## src/design/status_pkg.sv

```systemverilog
package status_pkg;

  // Clock and time base
  localparam int unsigned CLK_KHZ = 200_000;
  localparam int unsigned T_TICK_MS = 10;
  localparam int unsigned TICK_CYCLES = T_TICK_MS * CLK_KHZ;
  localparam int unsigned T_BLINK_HALF_MS = 500;
  localparam int unsigned BLINK_TICKS = T_BLINK_HALF_MS / T_TICK_MS;
  localparam int unsigned T_SEC_MS = 1000;
  localparam int unsigned SEC_TICKS = T_SEC_MS / T_TICK_MS;
  localparam int unsigned MIN_SECS = 60;
  localparam int unsigned WDT_RST_CYCLES = 16;
  localparam int unsigned WDT_CNT_W = 8;

  // Platform power state, one-hot as delivered by power management
  localparam logic [2:0] ACPI_G3 = 3'h1;
  localparam logic [2:0] ACPI_S5 = 3'h2;
  localparam logic [2:0] ACPI_S0 = 3'h4;

  // Ethernet link speed codes
  localparam logic [1:0] SPD_10 = 2'h0;
  localparam logic [1:0] SPD_100 = 2'h1;
  localparam logic [1:0] SPD_1000 = 2'h2;

  // Watchdog tick granularity codes
  localparam logic [1:0] GRAN_10MS = 2'h0;
  localparam logic [1:0] GRAN_1S = 2'h1;
  localparam logic [1:0] GRAN_1MIN = 2'h2;

  // Two-colour LED: orange is both dice lit
  typedef struct packed {
    logic red;
    logic green;
  } led_t;

  localparam led_t LED_OFF = 2'h0;
  localparam led_t LED_GREEN = 2'h1;
  localparam led_t LED_RED = 2'h2;
  localparam led_t LED_ORANGE = 2'h3;

  // Per-port Ethernet status
  typedef struct packed {
    logic link;
    logic act;
    logic [1:0] speed;
  } lan_t;

  // Watchdog control from software
  typedef struct packed {
    logic enable;
    logic kick;
    logic [1:0] gran;
    logic [WDT_CNT_W-1:0] timeout;
  } wdt_ctl_t;

  typedef enum logic [2:0] {
    WDT_IDLE = 3'h1,
    WDT_RUN = 3'h2,
    WDT_FIRE = 3'h4
  } wdt_state_t;

endpackage : status_pkg

```

## src/design/status_indicator_and_watchdog.sv

```systemverilog
// Overview of operation
// - Input LED red below 8 V, else green
// - Power LED dark in mechanical off
// - Power LED orange in soft off
// - Power LED green when working, not hot
// - Hot CPU blinks power LED green/orange
// - Critical heat forces soft off, blinks orange/red
// - Reset LED steady red during reset
// - Power failure blinks reset LED until unpowered
// - Activity LED: dark, green, blinking on traffic
// - Speed LED: dark 10M, green 100M, orange 1G
// - Watchdog tick selectable: 10 ms, 1 s, 1 min
// - Watchdog timeout spans 10 ms to 256 min
// - Watchdog expiry asserts full system reset
`timescale 1ns/10ps
`default_nettype none

module status_indicator_and_watchdog
  import status_pkg::*;
#(
  parameter int unsigned TICK_CYC = TICK_CYCLES,
  parameter int unsigned NUM_LAN = 2
) (
  // Clock and reset
  input wire logic i_core_clk,
  input wire logic i_rstn,
  // Power and thermal status
  input wire logic i_vin_low,
  input wire logic [2:0] i_acpi_state,
  input wire logic i_cpu_hot,
  input wire logic i_cpu_crit,
  input wire logic i_sys_in_reset,
  input wire logic i_power_fail,
  // Ethernet ports
  input wire lan_t [NUM_LAN-1:0] i_lan,
  // Watchdog control
  input wire wdt_ctl_t i_wdt,
  // Front panel LEDs
  output led_t o_pwr_in_led,
  output led_t o_pwr_led,
  output led_t o_rst_led,
  // Ethernet LEDs
  output led_t [NUM_LAN-1:0] o_lan_act_led,
  output led_t [NUM_LAN-1:0] o_lan_spd_led,
  // System control and status
  output logic o_force_soft_off,
  output logic o_wdt_sys_reset,
  output logic [WDT_CNT_W-1:0] o_wdt_remaining
);

  //////////////////////////////////////////////////////////////////////////
  // Reset release and time base

  logic rst_meta_q;
  logic rst_n_q;

  always_ff @(posedge i_core_clk or negedge i_rstn)
  begin
    if (!i_rstn)
    begin
      rst_meta_q <= 1'b0;
      rst_n_q <= 1'b0;
    end
    else
    begin
      rst_meta_q <= 1'b1;
      rst_n_q <= rst_meta_q;
    end
  end

  logic tick;

  tick_gen #(
    .CYCLES(TICK_CYC)
  ) u_tick (
    .i_clk(i_core_clk),
    .i_rst_n(rst_n_q),
    .o_tick(tick)
  );

  // Wrapping counter step, shared by every divider stage
  function automatic logic [7:0] wrap_inc(input logic [7:0] v,
                                           input logic [7:0] last);
    wrap_inc = (v == last) ? 8'h00 : v + 8'h01;
  endfunction : wrap_inc

  // Alternate between two colours on the blink phase
  function automatic led_t blink2(input logic ph, input led_t a,
                                  input led_t b);
    blink2 = ph ? b : a;
  endfunction : blink2

  localparam logic [7:0] BLINK_LAST = 8'(BLINK_TICKS - 1);
  localparam logic [7:0] SEC_LAST = 8'(SEC_TICKS - 1);
  localparam logic [7:0] MIN_LAST = 8'(MIN_SECS - 1);

  logic [7:0] blink_cnt_q;
  logic blink_q;
  logic [7:0] sec_cnt_q;
  logic [7:0] min_cnt_q;

  wire blink_wrap = tick && (blink_cnt_q == BLINK_LAST);
  wire sec_pulse = tick && (sec_cnt_q == SEC_LAST);
  wire min_pulse = sec_pulse && (min_cnt_q == MIN_LAST);

  // Single divider so all blinking LEDs stay in phase
  always_ff @(posedge i_core_clk or negedge rst_n_q)
  begin
    if (!rst_n_q)
    begin
      blink_cnt_q <= 8'h00;
      blink_q <= 1'b0;
      sec_cnt_q <= 8'h00;
      min_cnt_q <= 8'h00;
    end
    else
    begin
      if (tick)
        blink_cnt_q <= wrap_inc(blink_cnt_q, BLINK_LAST);
      if (blink_wrap)
        blink_q <= ~blink_q;
      if (tick)
        sec_cnt_q <= wrap_inc(sec_cnt_q, SEC_LAST);
      if (sec_pulse)
        min_cnt_q <= wrap_inc(min_cnt_q, MIN_LAST);
    end
  end

  //////////////////////////////////////////////////////////////////////////
  // Thermal trip and power failure latches

  logic trip_q;
  logic pf_q;
  wire is_g3 = (i_acpi_state == ACPI_G3);
  wire is_s5 = (i_acpi_state == ACPI_S5);
  wire is_s0 = (i_acpi_state == ACPI_S0);

  always_ff @(posedge i_core_clk or negedge rst_n_q)
  begin
    if (!rst_n_q)
    begin
      trip_q <= 1'b0;
      pf_q <= 1'b0;
    end
    else
    begin
      // New trip wins over leaving soft off
      if (i_cpu_crit)
        trip_q <= 1'b1;
      else if (!is_s5 && !o_force_soft_off)
        trip_q <= 1'b0;
      // Only removing supply (reset) clears it
      if (i_power_fail)
        pf_q <= 1'b1;
    end
  end

  //////////////////////////////////////////////////////////////////////////
  // Watchdog

  wdt_state_t wdt_q;
  logic [WDT_CNT_W-1:0] wdt_cnt_q;
  logic [4:0] fire_cnt_q;
  localparam logic [4:0] FIRE_LAST = 5'(WDT_RST_CYCLES - 1);

  // Granularity select of the decrement pulse
  wire unit_pulse = (i_wdt.gran == GRAN_1MIN) ? min_pulse :
                    (i_wdt.gran == GRAN_1S) ? sec_pulse : tick;
  wire wdt_expire = (wdt_q == WDT_RUN) && unit_pulse &&
                    (wdt_cnt_q == '0);

  always_ff @(posedge i_core_clk or negedge rst_n_q)
  begin
    if (!rst_n_q)
    begin
      wdt_q <= WDT_IDLE;
      wdt_cnt_q <= '0;
      fire_cnt_q <= 5'h00;
    end
    else
    begin
      unique case (wdt_q)
        WDT_IDLE:
        begin
          if (i_wdt.enable)
          begin
            wdt_q <= WDT_RUN;
            wdt_cnt_q <= i_wdt.timeout;
          end
        end
        WDT_RUN:
        begin
          if (!i_wdt.enable)
            wdt_q <= WDT_IDLE;
          else if (i_wdt.kick)
            wdt_cnt_q <= i_wdt.timeout;
          else if (wdt_expire)
          begin
            wdt_q <= WDT_FIRE;
            fire_cnt_q <= 5'h00;
          end
          else if (unit_pulse)
            wdt_cnt_q <= wdt_cnt_q - WDT_CNT_W'(1);
        end
        WDT_FIRE:
        begin
          fire_cnt_q <= fire_cnt_q + 5'h01;
          if (fire_cnt_q == FIRE_LAST)
            wdt_q <= WDT_IDLE;
        end
        default:
          wdt_q <= WDT_IDLE;
      endcase
    end
  end

  assign o_wdt_sys_reset = (wdt_q == WDT_FIRE);
  assign o_wdt_remaining = wdt_cnt_q;

  //////////////////////////////////////////////////////////////////////////
  // LED selection

  wire led_t pwr_in_d = i_vin_low ? LED_RED : LED_GREEN;
  wire led_t state_led = is_s0 ? LED_GREEN :
                         is_s5 ? LED_ORANGE : LED_OFF;
  // Trip pattern first, then overheat, then the plain state
  wire led_t pwr_d =
    (trip_q && is_s5) ? blink2(blink_q, LED_ORANGE, LED_RED) :
    (i_cpu_hot && !is_g3) ? blink2(blink_q, LED_GREEN, LED_ORANGE) :
    state_led;
  // Power failure outranks plain reset: it needs an operator
  wire in_reset = i_sys_in_reset || o_wdt_sys_reset;
  wire led_t rst_d = pf_q ? blink2(blink_q, LED_RED, LED_OFF) :
                     in_reset ? LED_RED : LED_OFF;

  led_t pwr_in_q;
  led_t pwr_q;
  led_t rst_q;
  logic force_q;
  led_t [NUM_LAN-1:0] act_q;
  led_t [NUM_LAN-1:0] spd_q;
  led_t [NUM_LAN-1:0] act_d;
  led_t [NUM_LAN-1:0] spd_d;

  for (genvar p = 0; p < NUM_LAN; p++)
  begin : g_lan
    assign act_d[p] = !i_lan[p].link ? LED_OFF :
                      (i_lan[p].act ? blink2(blink_q, LED_GREEN, LED_OFF)
                                    : LED_GREEN);
    assign spd_d[p] = !i_lan[p].link ? LED_OFF :
                      (i_lan[p].speed == SPD_1000) ? LED_ORANGE :
                      (i_lan[p].speed == SPD_100) ? LED_GREEN :
                      LED_OFF;
  end

  always_ff @(posedge i_core_clk or negedge rst_n_q)
  begin
    if (!rst_n_q)
    begin
      pwr_in_q <= LED_OFF;
      pwr_q <= LED_OFF;
      rst_q <= LED_RED;
      force_q <= 1'b0;
      act_q <= '0;
      spd_q <= '0;
    end
    else
    begin
      pwr_in_q <= pwr_in_d;
      pwr_q <= pwr_d;
      rst_q <= rst_d;
      force_q <= i_cpu_crit;
      act_q <= act_d;
      spd_q <= spd_d;
    end
  end

  assign o_pwr_in_led = pwr_in_q;
  assign o_pwr_led = pwr_q;
  assign o_rst_led = rst_q;
  assign o_force_soft_off = force_q;
  assign o_lan_act_led = act_q;
  assign o_lan_spd_led = spd_q;
endmodule : status_indicator_and_watchdog

`default_nettype wire

```

## src/design/tick_gen.sv

```systemverilog
`timescale 1ns/10ps
`default_nettype none

// Free-running prescaler giving one pulse per base tick
module tick_gen
  import status_pkg::*;
#(
  parameter int unsigned CYCLES = TICK_CYCLES
) (
  // Clock and reset
  input wire logic i_clk,
  input wire logic i_rst_n,
  // Tick
  output logic o_tick
);

  localparam int unsigned CW = $clog2(CYCLES + 1);
  localparam logic [CW-1:0] LAST = CW'(CYCLES - 1);

  logic [CW-1:0] cnt_q;
  logic tick_q;
  wire wrap = (cnt_q == LAST);

  always_ff @(posedge i_clk or negedge i_rst_n)
  begin
    if (!i_rst_n)
    begin
      cnt_q <= '0;
      tick_q <= 1'b0;
    end
    else
    begin
      cnt_q <= wrap ? '0 : cnt_q + CW'(1);
      tick_q <= wrap;
    end
  end

  assign o_tick = tick_q;

endmodule : tick_gen

`default_nettype wire

```

## config.mk

```make
export PLATFORM = sky130hd
export DESIGN_NAME = status_indicator_and_watchdog
export DESIGN_NICKNAME = d
export VERILOG_FILES = /design/src/design/status_pkg.sv /design/src/design/status_indicator_and_watchdog.sv /design/src/design/tick_gen.sv
export SDC_FILE = /design/constraint.sdc
export NUM_CORES = 1
export LEC_CHECK = 0
export BUFFER_PORTS_ARGS = -buffer_cell sky130_fd_sc_hd__buf_2
export CAP_MARGIN = 20
export CORE_MARGIN = 4
export CORE_UTILIZATION = 49
export CTS_CLUSTER_DIAMETER = 150
export DETAILED_ROUTE_END_ITERATION = 10
export GPL_TIMING_DRIVEN = 0
export PLACE_DENSITY = 0.75
export SLEW_MARGIN = 10
export SYNTH_ARGS = -nofsm -noshare
export SYNTH_HDL_FRONTEND = slang
export SYNTH_SLANG_ARGS = --single-unit
```

## constraint.sdc

```tcl
create_clock -name i_core_clk -period 3.2 [get_ports i_core_clk]
set_clock_uncertainty 0.05 [all_clocks]
set_input_delay 0.48 -clock i_core_clk [delete_from_list [all_inputs] [get_ports i_core_clk]]
set_output_delay 0.48 -clock i_core_clk [all_outputs]
set_load 0.02 [all_outputs]
```

# ---- Word-level counts from Yosys, hierarchy flattened
# Cells that the tools add are included.
dict set report op_classes {
  reduce_logical 19
  muxes 45
  n_eq_ne 26
  bitwise 1
  add_sub_neg 6
}
# op n
set ops {}
lappend ops {{8-bit two-way mux} 8}
lappend ops {{2-bit two-way mux} 15}
lappend ops {{8-bit by 1-bit adder with 8-bit output, second input constant} 3}
lappend ops {{21-bit by 1-bit adder with 21-bit output, second input constant} 1}
lappend ops {{21-bit == test, second input constant} 1}
lappend ops {{21-bit two-way mux} 1}
lappend ops {{8-bit by 6-bit == test with 1-bit output, second input constant} 2}
lappend ops {{8-bit one-hot mux with 2 select lines} 1}
lappend ops {{3-bit two-way mux} 5}
lappend ops {{5-bit two-way mux} 3}
lappend ops {{3-bit != test, second input constant} 4}
lappend ops {{1-bit two-way mux} 10}
lappend ops {{5-bit one-hot mux with 2 select lines} 1}
lappend ops {{3-bit one-hot mux with 3 select lines} 1}
lappend ops {{8-bit by 7-bit == test with 1-bit output, second input constant} 1}
lappend ops {{1-bit logical AND} 8}
lappend ops {{8-bit zero test} 1}
lappend ops {{2-bit != test, second input constant} 4}
lappend ops {{4-bit AND reduction} 2}
lappend ops {{8-bit by 1-bit subtractor with 8-bit output, second input constant} 1}
lappend ops {{2-bit by 1-bit == test with 1-bit output, second input constant} 3}
lappend ops {{2-bit == test, second input constant} 3}
lappend ops {{3-bit by 1-bit == test with 1-bit output, second input constant} 2}
lappend ops {{3-bit by 2-bit == test with 1-bit output, second input constant} 2}
lappend ops {{other kinds (9)} 14}
dict set report word_totals {
  input_bits 30
  output_inout_bits 24
  reg_bits 81
  wordCells 124
}

# ---- Longest topological paths before layout
dict set report logic_depth {
  depth_word 10
  mapped_depth 8
  mapped_depth_nobuf 7
}

# ---- Hierarchy
# A second synthesis with hierarchy kept.
dict set report hier_totals {
  cells_unflattened 392
  area_unflattened_um2 4015.1
}
# module n_inst seq_area_each_um2 area_each_um2 cells_each
set modules_own_cells {}
lappend modules_own_cells {status_indicator_and_watchdog 1 1428.9 2979.1 297}
lappend modules_own_cells {tick_gen 1 550.5 1036.0 95}

# ---- Worst setup path before layout
# OpenSTA, ideal clock, no wires.
dict set report synth_path {
  kind {register -> register}
  start {reg wdt_cnt_q[0] (netlist: o_wdt_remaining[0])}
  end {reg wdt_cnt_q[1] (netlist: o_wdt_remaining[1])}
  required_ns 3.025
  path_stages_with_launch 8
  setup_time_ns 0.125
  synth_period_minus_slack_ns 2.155
  arrival_ns 1.980
  slack_ns 1.045
  path_cell_list {dfrtp_1 inv_1 ha_1 nor4b_2 a221oi_1 a22oi_4 a21oi_2 mux2_4}
}
dict set report synth_via {
  elab_chain_len 6
  word_cells_on_any_way 10
}
# element line
set synth_lines {}
lappend synth_lines {{from (decl)} status_indicator_and_watchdog.sv:162} ;# logic [WDT_CNT_W-1:0] wdt_cnt_q;
lappend synth_lines {{from (signal assigned)} status_indicator_and_watchdog.sv:188} ;# wdt_cnt_q <= i_wdt.timeout;
lappend synth_lines {{from (signal assigned)} status_indicator_and_watchdog.sv:196} ;# wdt_cnt_q <= i_wdt.timeout;
lappend synth_lines {{from (signal assigned)} status_indicator_and_watchdog.sv:203} ;# wdt_cnt_q <= wdt_cnt_q - WDT_CNT_W'(1);
lappend synth_lines {{8-bit by 1-bit subtractor with 8-bit output} status_indicator_and_watchdog.sv:203}
lappend synth_lines {{8-bit two-way mux} status_indicator_and_watchdog.sv:202} ;# else if (unit_pulse)
lappend synth_lines {{8-bit two-way mux} status_indicator_and_watchdog.sv:197} ;# else if (wdt_expire)
lappend synth_lines {{8-bit two-way mux} status_indicator_and_watchdog.sv:195} ;# else if (i_wdt.kick)
lappend synth_lines {{8-bit two-way mux} status_indicator_and_watchdog.sv:193} ;# if (!i_wdt.enable)
lappend synth_lines {{8-bit one-hot mux with 2 select lines} status_indicator_and_watchdog.sv:182} ;# unique case (wdt_q)
# Several ways; a longest one is shown, not always the timed one. The select of a mux whose other input is x is not followed.
# A chain may end at the register's enable or synchronous reset.

# ---- Worst setup path in the final report
dict set report layout_path {
  start {reg wdt_q[0]}
  end {out o_wdt_sys_reset}
}
dict set report layout_via {
  elab_chain_len 1
}
# element line
set layout_lines {}
lappend layout_lines {{from (decl)} status_indicator_and_watchdog.sv:161} ;# wdt_state_t wdt_q;
lappend layout_lines {{from (signal assigned)} status_indicator_and_watchdog.sv:176} ;# wdt_q <= WDT_IDLE;
lappend layout_lines {{from (signal assigned)} status_indicator_and_watchdog.sv:187} ;# wdt_q <= WDT_RUN;
lappend layout_lines {{from (signal assigned)} status_indicator_and_watchdog.sv:194} ;# wdt_q <= WDT_IDLE;
lappend layout_lines {{3-bit == test} status_indicator_and_watchdog.sv:217} ;# assign o_wdt_sys_reset = (wdt_q == WDT_FIRE);
lappend layout_lines {{to (decl)} status_indicator_and_watchdog.sv:47} ;# output logic o_wdt_sys_reset,
# No other way between the ends.

==> out/results.tsv <==
stage	metric	value	unit
timing	hold_viol_final	0	
synth	ys_warn_count	0	
pwr	p_comb_frac	0.174	
timing	timing.fmax	434.1	MHz
critical_path	path_cells	nor2_1 > nand2_1 > clkbuf_1 > inv_1 > buf_2	
routing	first_iter_violations	160	
routing	wire_per_inst	13.54	microns
place	io_buffers	50	
synth	synthFlopType	dfrtp_1	
critical_path	cp-start-kind	flip-flop	
synth	synth_common_cells	dfrtp_1 (77), nand2_1 (39), nor2_1 (35), xnor2_1 (20), nand3_1 (16)	
timing	finalSetupViolations	0	
routing	via_per_inst	5.484	
synth	yosysMostFrequentCell	dfrtp_1	
critical_path	critical_path.max_stage_delay	0.57	ns
finish	layout-drive-gt1-share	0.2162	
routing	drtPass1Iterations	5	
synth	synth-seq-cells	79	
clocking	cts_sinks	79	
floorplan	die_w	98.04	microns
pwr	cellLeakagePower	2.082	nW
clocking	cts_setup_buffers	0	
floorplan	die_h	98.04	microns
synth	yosysSeqAreaShare	0.4983	
finish	diodes	0	
run_status	status	completed	
global_route	grt_max_degree	42	
run	max-cap-violations	0	
clocking	htree_num_levels	3	
critical_path	critPathKind	flip-flop to output port	
timing	finalCritPeriodShare	0.7198	
pwr	p_switching	0.0006995	W
timing	relSlewSlack	0.3813	
global_route	grt_pass1_vias	2962	
timing	rsz0062_at_grt	no	
synth	synth_edf_count	0	
global_route	grt_pass1_wl	13160	microns
synth	async_reset_ff_frac	1.000	
global_route	overflow	0	
critical_path	worst-path-buf-inv	3	
timing	drv_slew	0	
critical_path	cp_data_arrival_time	1.77	ns
synth	synth.avg_cell_area	10.24	sq um
floorplan	core.rowCount	32	
pwr	vdd_drop_max	300.0	uV
routing	wirelength	7583	microns
synth	synth_area_leader_cell	dfrtp_1	
critical_path	crit_slowest_cell	dfstp_2	
clocking	cts_tree	built	
clocking	cts.path.max_buffers	2	
clocking	hold_buffers	1	
pwr	p_int	0.001523	W
critical_path	cp_top_family	buffers and inverters	
min_path	hold_class	input pin to flip-flop	
floorplan	core_region_area	7807	sq um
routing	vias	3071	
pwr	p_per_area	486.2	nW/um^2
finish	area_growth	15.06	%
synth	syn_inst	388	
finish	layout.nets	494	
critical_path	cp.required	2.67	ns
global_route	grt_usage	0.1635	
pwr	clkPwrFrac	0.303	
synth	synth_area	3973	sq um
place	place_congestion	0.8834	
critical_path	regToRegSetupSlack	1.01	ns
clocking	cts_root_buf	clkbuf_8	
synth	synth_top_cell_area_share	0.4850	
place	post-place-ws	1.024	ns
timing	worst_pin_slew	0.9196	ns
place	hpwl	5614	microns
global_route	antenna_found_initial	0	
finish	nFillCells	693	
floorplan	start_util	0.5088	
pwr	sw_frac_of_total	0.3147	
routing	drc	0	
routing	ant_nets	0	
clocking	path_clk_slew	0.09	ns
clocking	cts_inserted_buffers	9	
clocking	clk-insertion-delay-late	0.34	ns
timing	timing.final.ws_setup	0.8966	ns
clocking	cts_resized	0	
pwr	seqPwrFrac	0.523	
critical_path	endpoint_kind	output port	
floorplan	pin_count	54	
synth	synth_area_leaders	dfrtp_1 (49%), xnor2_1 (4.4%), nand2_1 (3.7%), ha_1 (3.5%), nor2_1 (3.3%)	
floorplan	dieArea	9612	sq um
timing	fin_crit	2.303	ns
critical_path	crit_fanout	10	
synth	synth_cell_types	68	
timing	fin_hold_ws	0.2008	ns
-- worst register-to-register path: stages, from the launching register on --
cell	delay (ns)
dfrtp_1	0.42
ha_1	0.28
nand4bb_1	0.21
o41ai_4	0.34
a21oi_1	0.16
nor4_4	0.44
o211ai_1	0.16
-- metal layers --
layer | part of all wire | routed length, microns | GRT usage
met5 | 0 | 0 | 0
met4 | 0.011 | 82 | 0.04153
met3 | 0.053 | 403 | 0.04571
met2 | 0.48 | 3635 | 0.2649
met1 | 0.46 | 3462 | 0.2179
-- kinds of logic (layout without fill, tap and decap cells) --
logic type,after synthesis,count (layout),synth area share
multiplexers,3,3,0.009447
buffers and inverters,24,92,0.02898
XOR/XNOR,29,29,0.06394
adder cells (fa/ha/maj),11,11,0.03465
AO/OA/AOI/OAI,70,70,0.1276
other,2,4,0.001890
AND/OR/NAND/NOR,170,170,0.2353
flip-flops,79,79,0.4983
-- per-stage QoR --
step | util | cells | power, W | setup TNS (ns) | cell area (sq um)
floorplan | - | 390 | 0.001426 | 0 | 3980
global placement | 0.5582 | 542 | 0.001548 | -4.760 | 4358
detailed placement | 0.5612 | 543 | 0.001566 | 0 | 4382
CTS | 0.5854 | 560 | 0.002240 | 0 | 4571
global route | 0.5854 | 560 | 0.002352 | 0 | 4571
finish | 0.5854 | 560 | 0.002222 | 0 | 4571
-- layout make-up --
type / count / area (sq um) / area share
well taps: 102 / 127.6 / 0.02792
flip-flops and latches: 79 / 1983 / 0.4339
clock buffers: 9 / 123.9 / 0.02710
repair buffers: 52 / 280.3 / 0.06132
plain buffers: 10 / 62.56 / 0.01369
inverters: 14 / 52.55 / 0.01150
clock inverters: 7 / 55.05 / 0.01204
multi-input cells: 287 / 1886 / 0.4125
-- path summary, 6_finish.rpt --
kind	cells past startpoint	from	end
min in group asynchronous	0	rst_n_q	min_cnt_q[7]
min reg2reg	0	rst_n_q	min_cnt_q[7]
max in group asynchronous	1	rst_n_q	o_rst_led[1]
max reg2reg	6	sec_cnt_q[0]	fire_cnt_q[3]
min	1	i_cpu_crit	o_force_soft_off
max	5	wdt_q[0]	o_wdt_sys_reset
-- flip-flops by register name, indices dropped and copies added, names as in the netlist, 2 cells and up --
signal	cells
o_pwr_in_led	2
o_lan_spd_led	4
o_wdt_remaining	8
sec_cnt_q	8
o_pwr_led	2
fire_cnt_q	5
wdt_q	3
u_tick.cnt_q	21
blink_cnt_q	8
min_cnt_q	8
o_lan_act_led	2
-- cell usage in the layout, fill, tap and decap left out, drive strengths merged, types with 4 or more instances in the layout --
cell and n:
a21o 7, a21oi 16, a31oi 4, and2 4, and3 8, and4 4, buf 58, clkbuf 12
clkinvlp 5, conb 4, dfrtp 77, ha 11, inv 16, nand2 39, nand2b 5, nand3 16
nand4 9, nor2 37, nor2b 9, nor3 15, nor4 8, o21ai 14, xnor2 20, xor2 9
-- power by group through the flow --
stage	logic (W)	clock network [W]	registers [W]
2_1_floorplan	0.000205	0	0.00122
3_3_place_gp	0.000364	0	0.00118
3_5_place_dp	0.000386	0	0.00118
4_1_cts	0.000390	0.000690	0.00116
5_1_grt	0.000434	0.000740	0.00118
6_report	0.000388	0.000673	0.00116
Power figures use the tool's default switching activity.
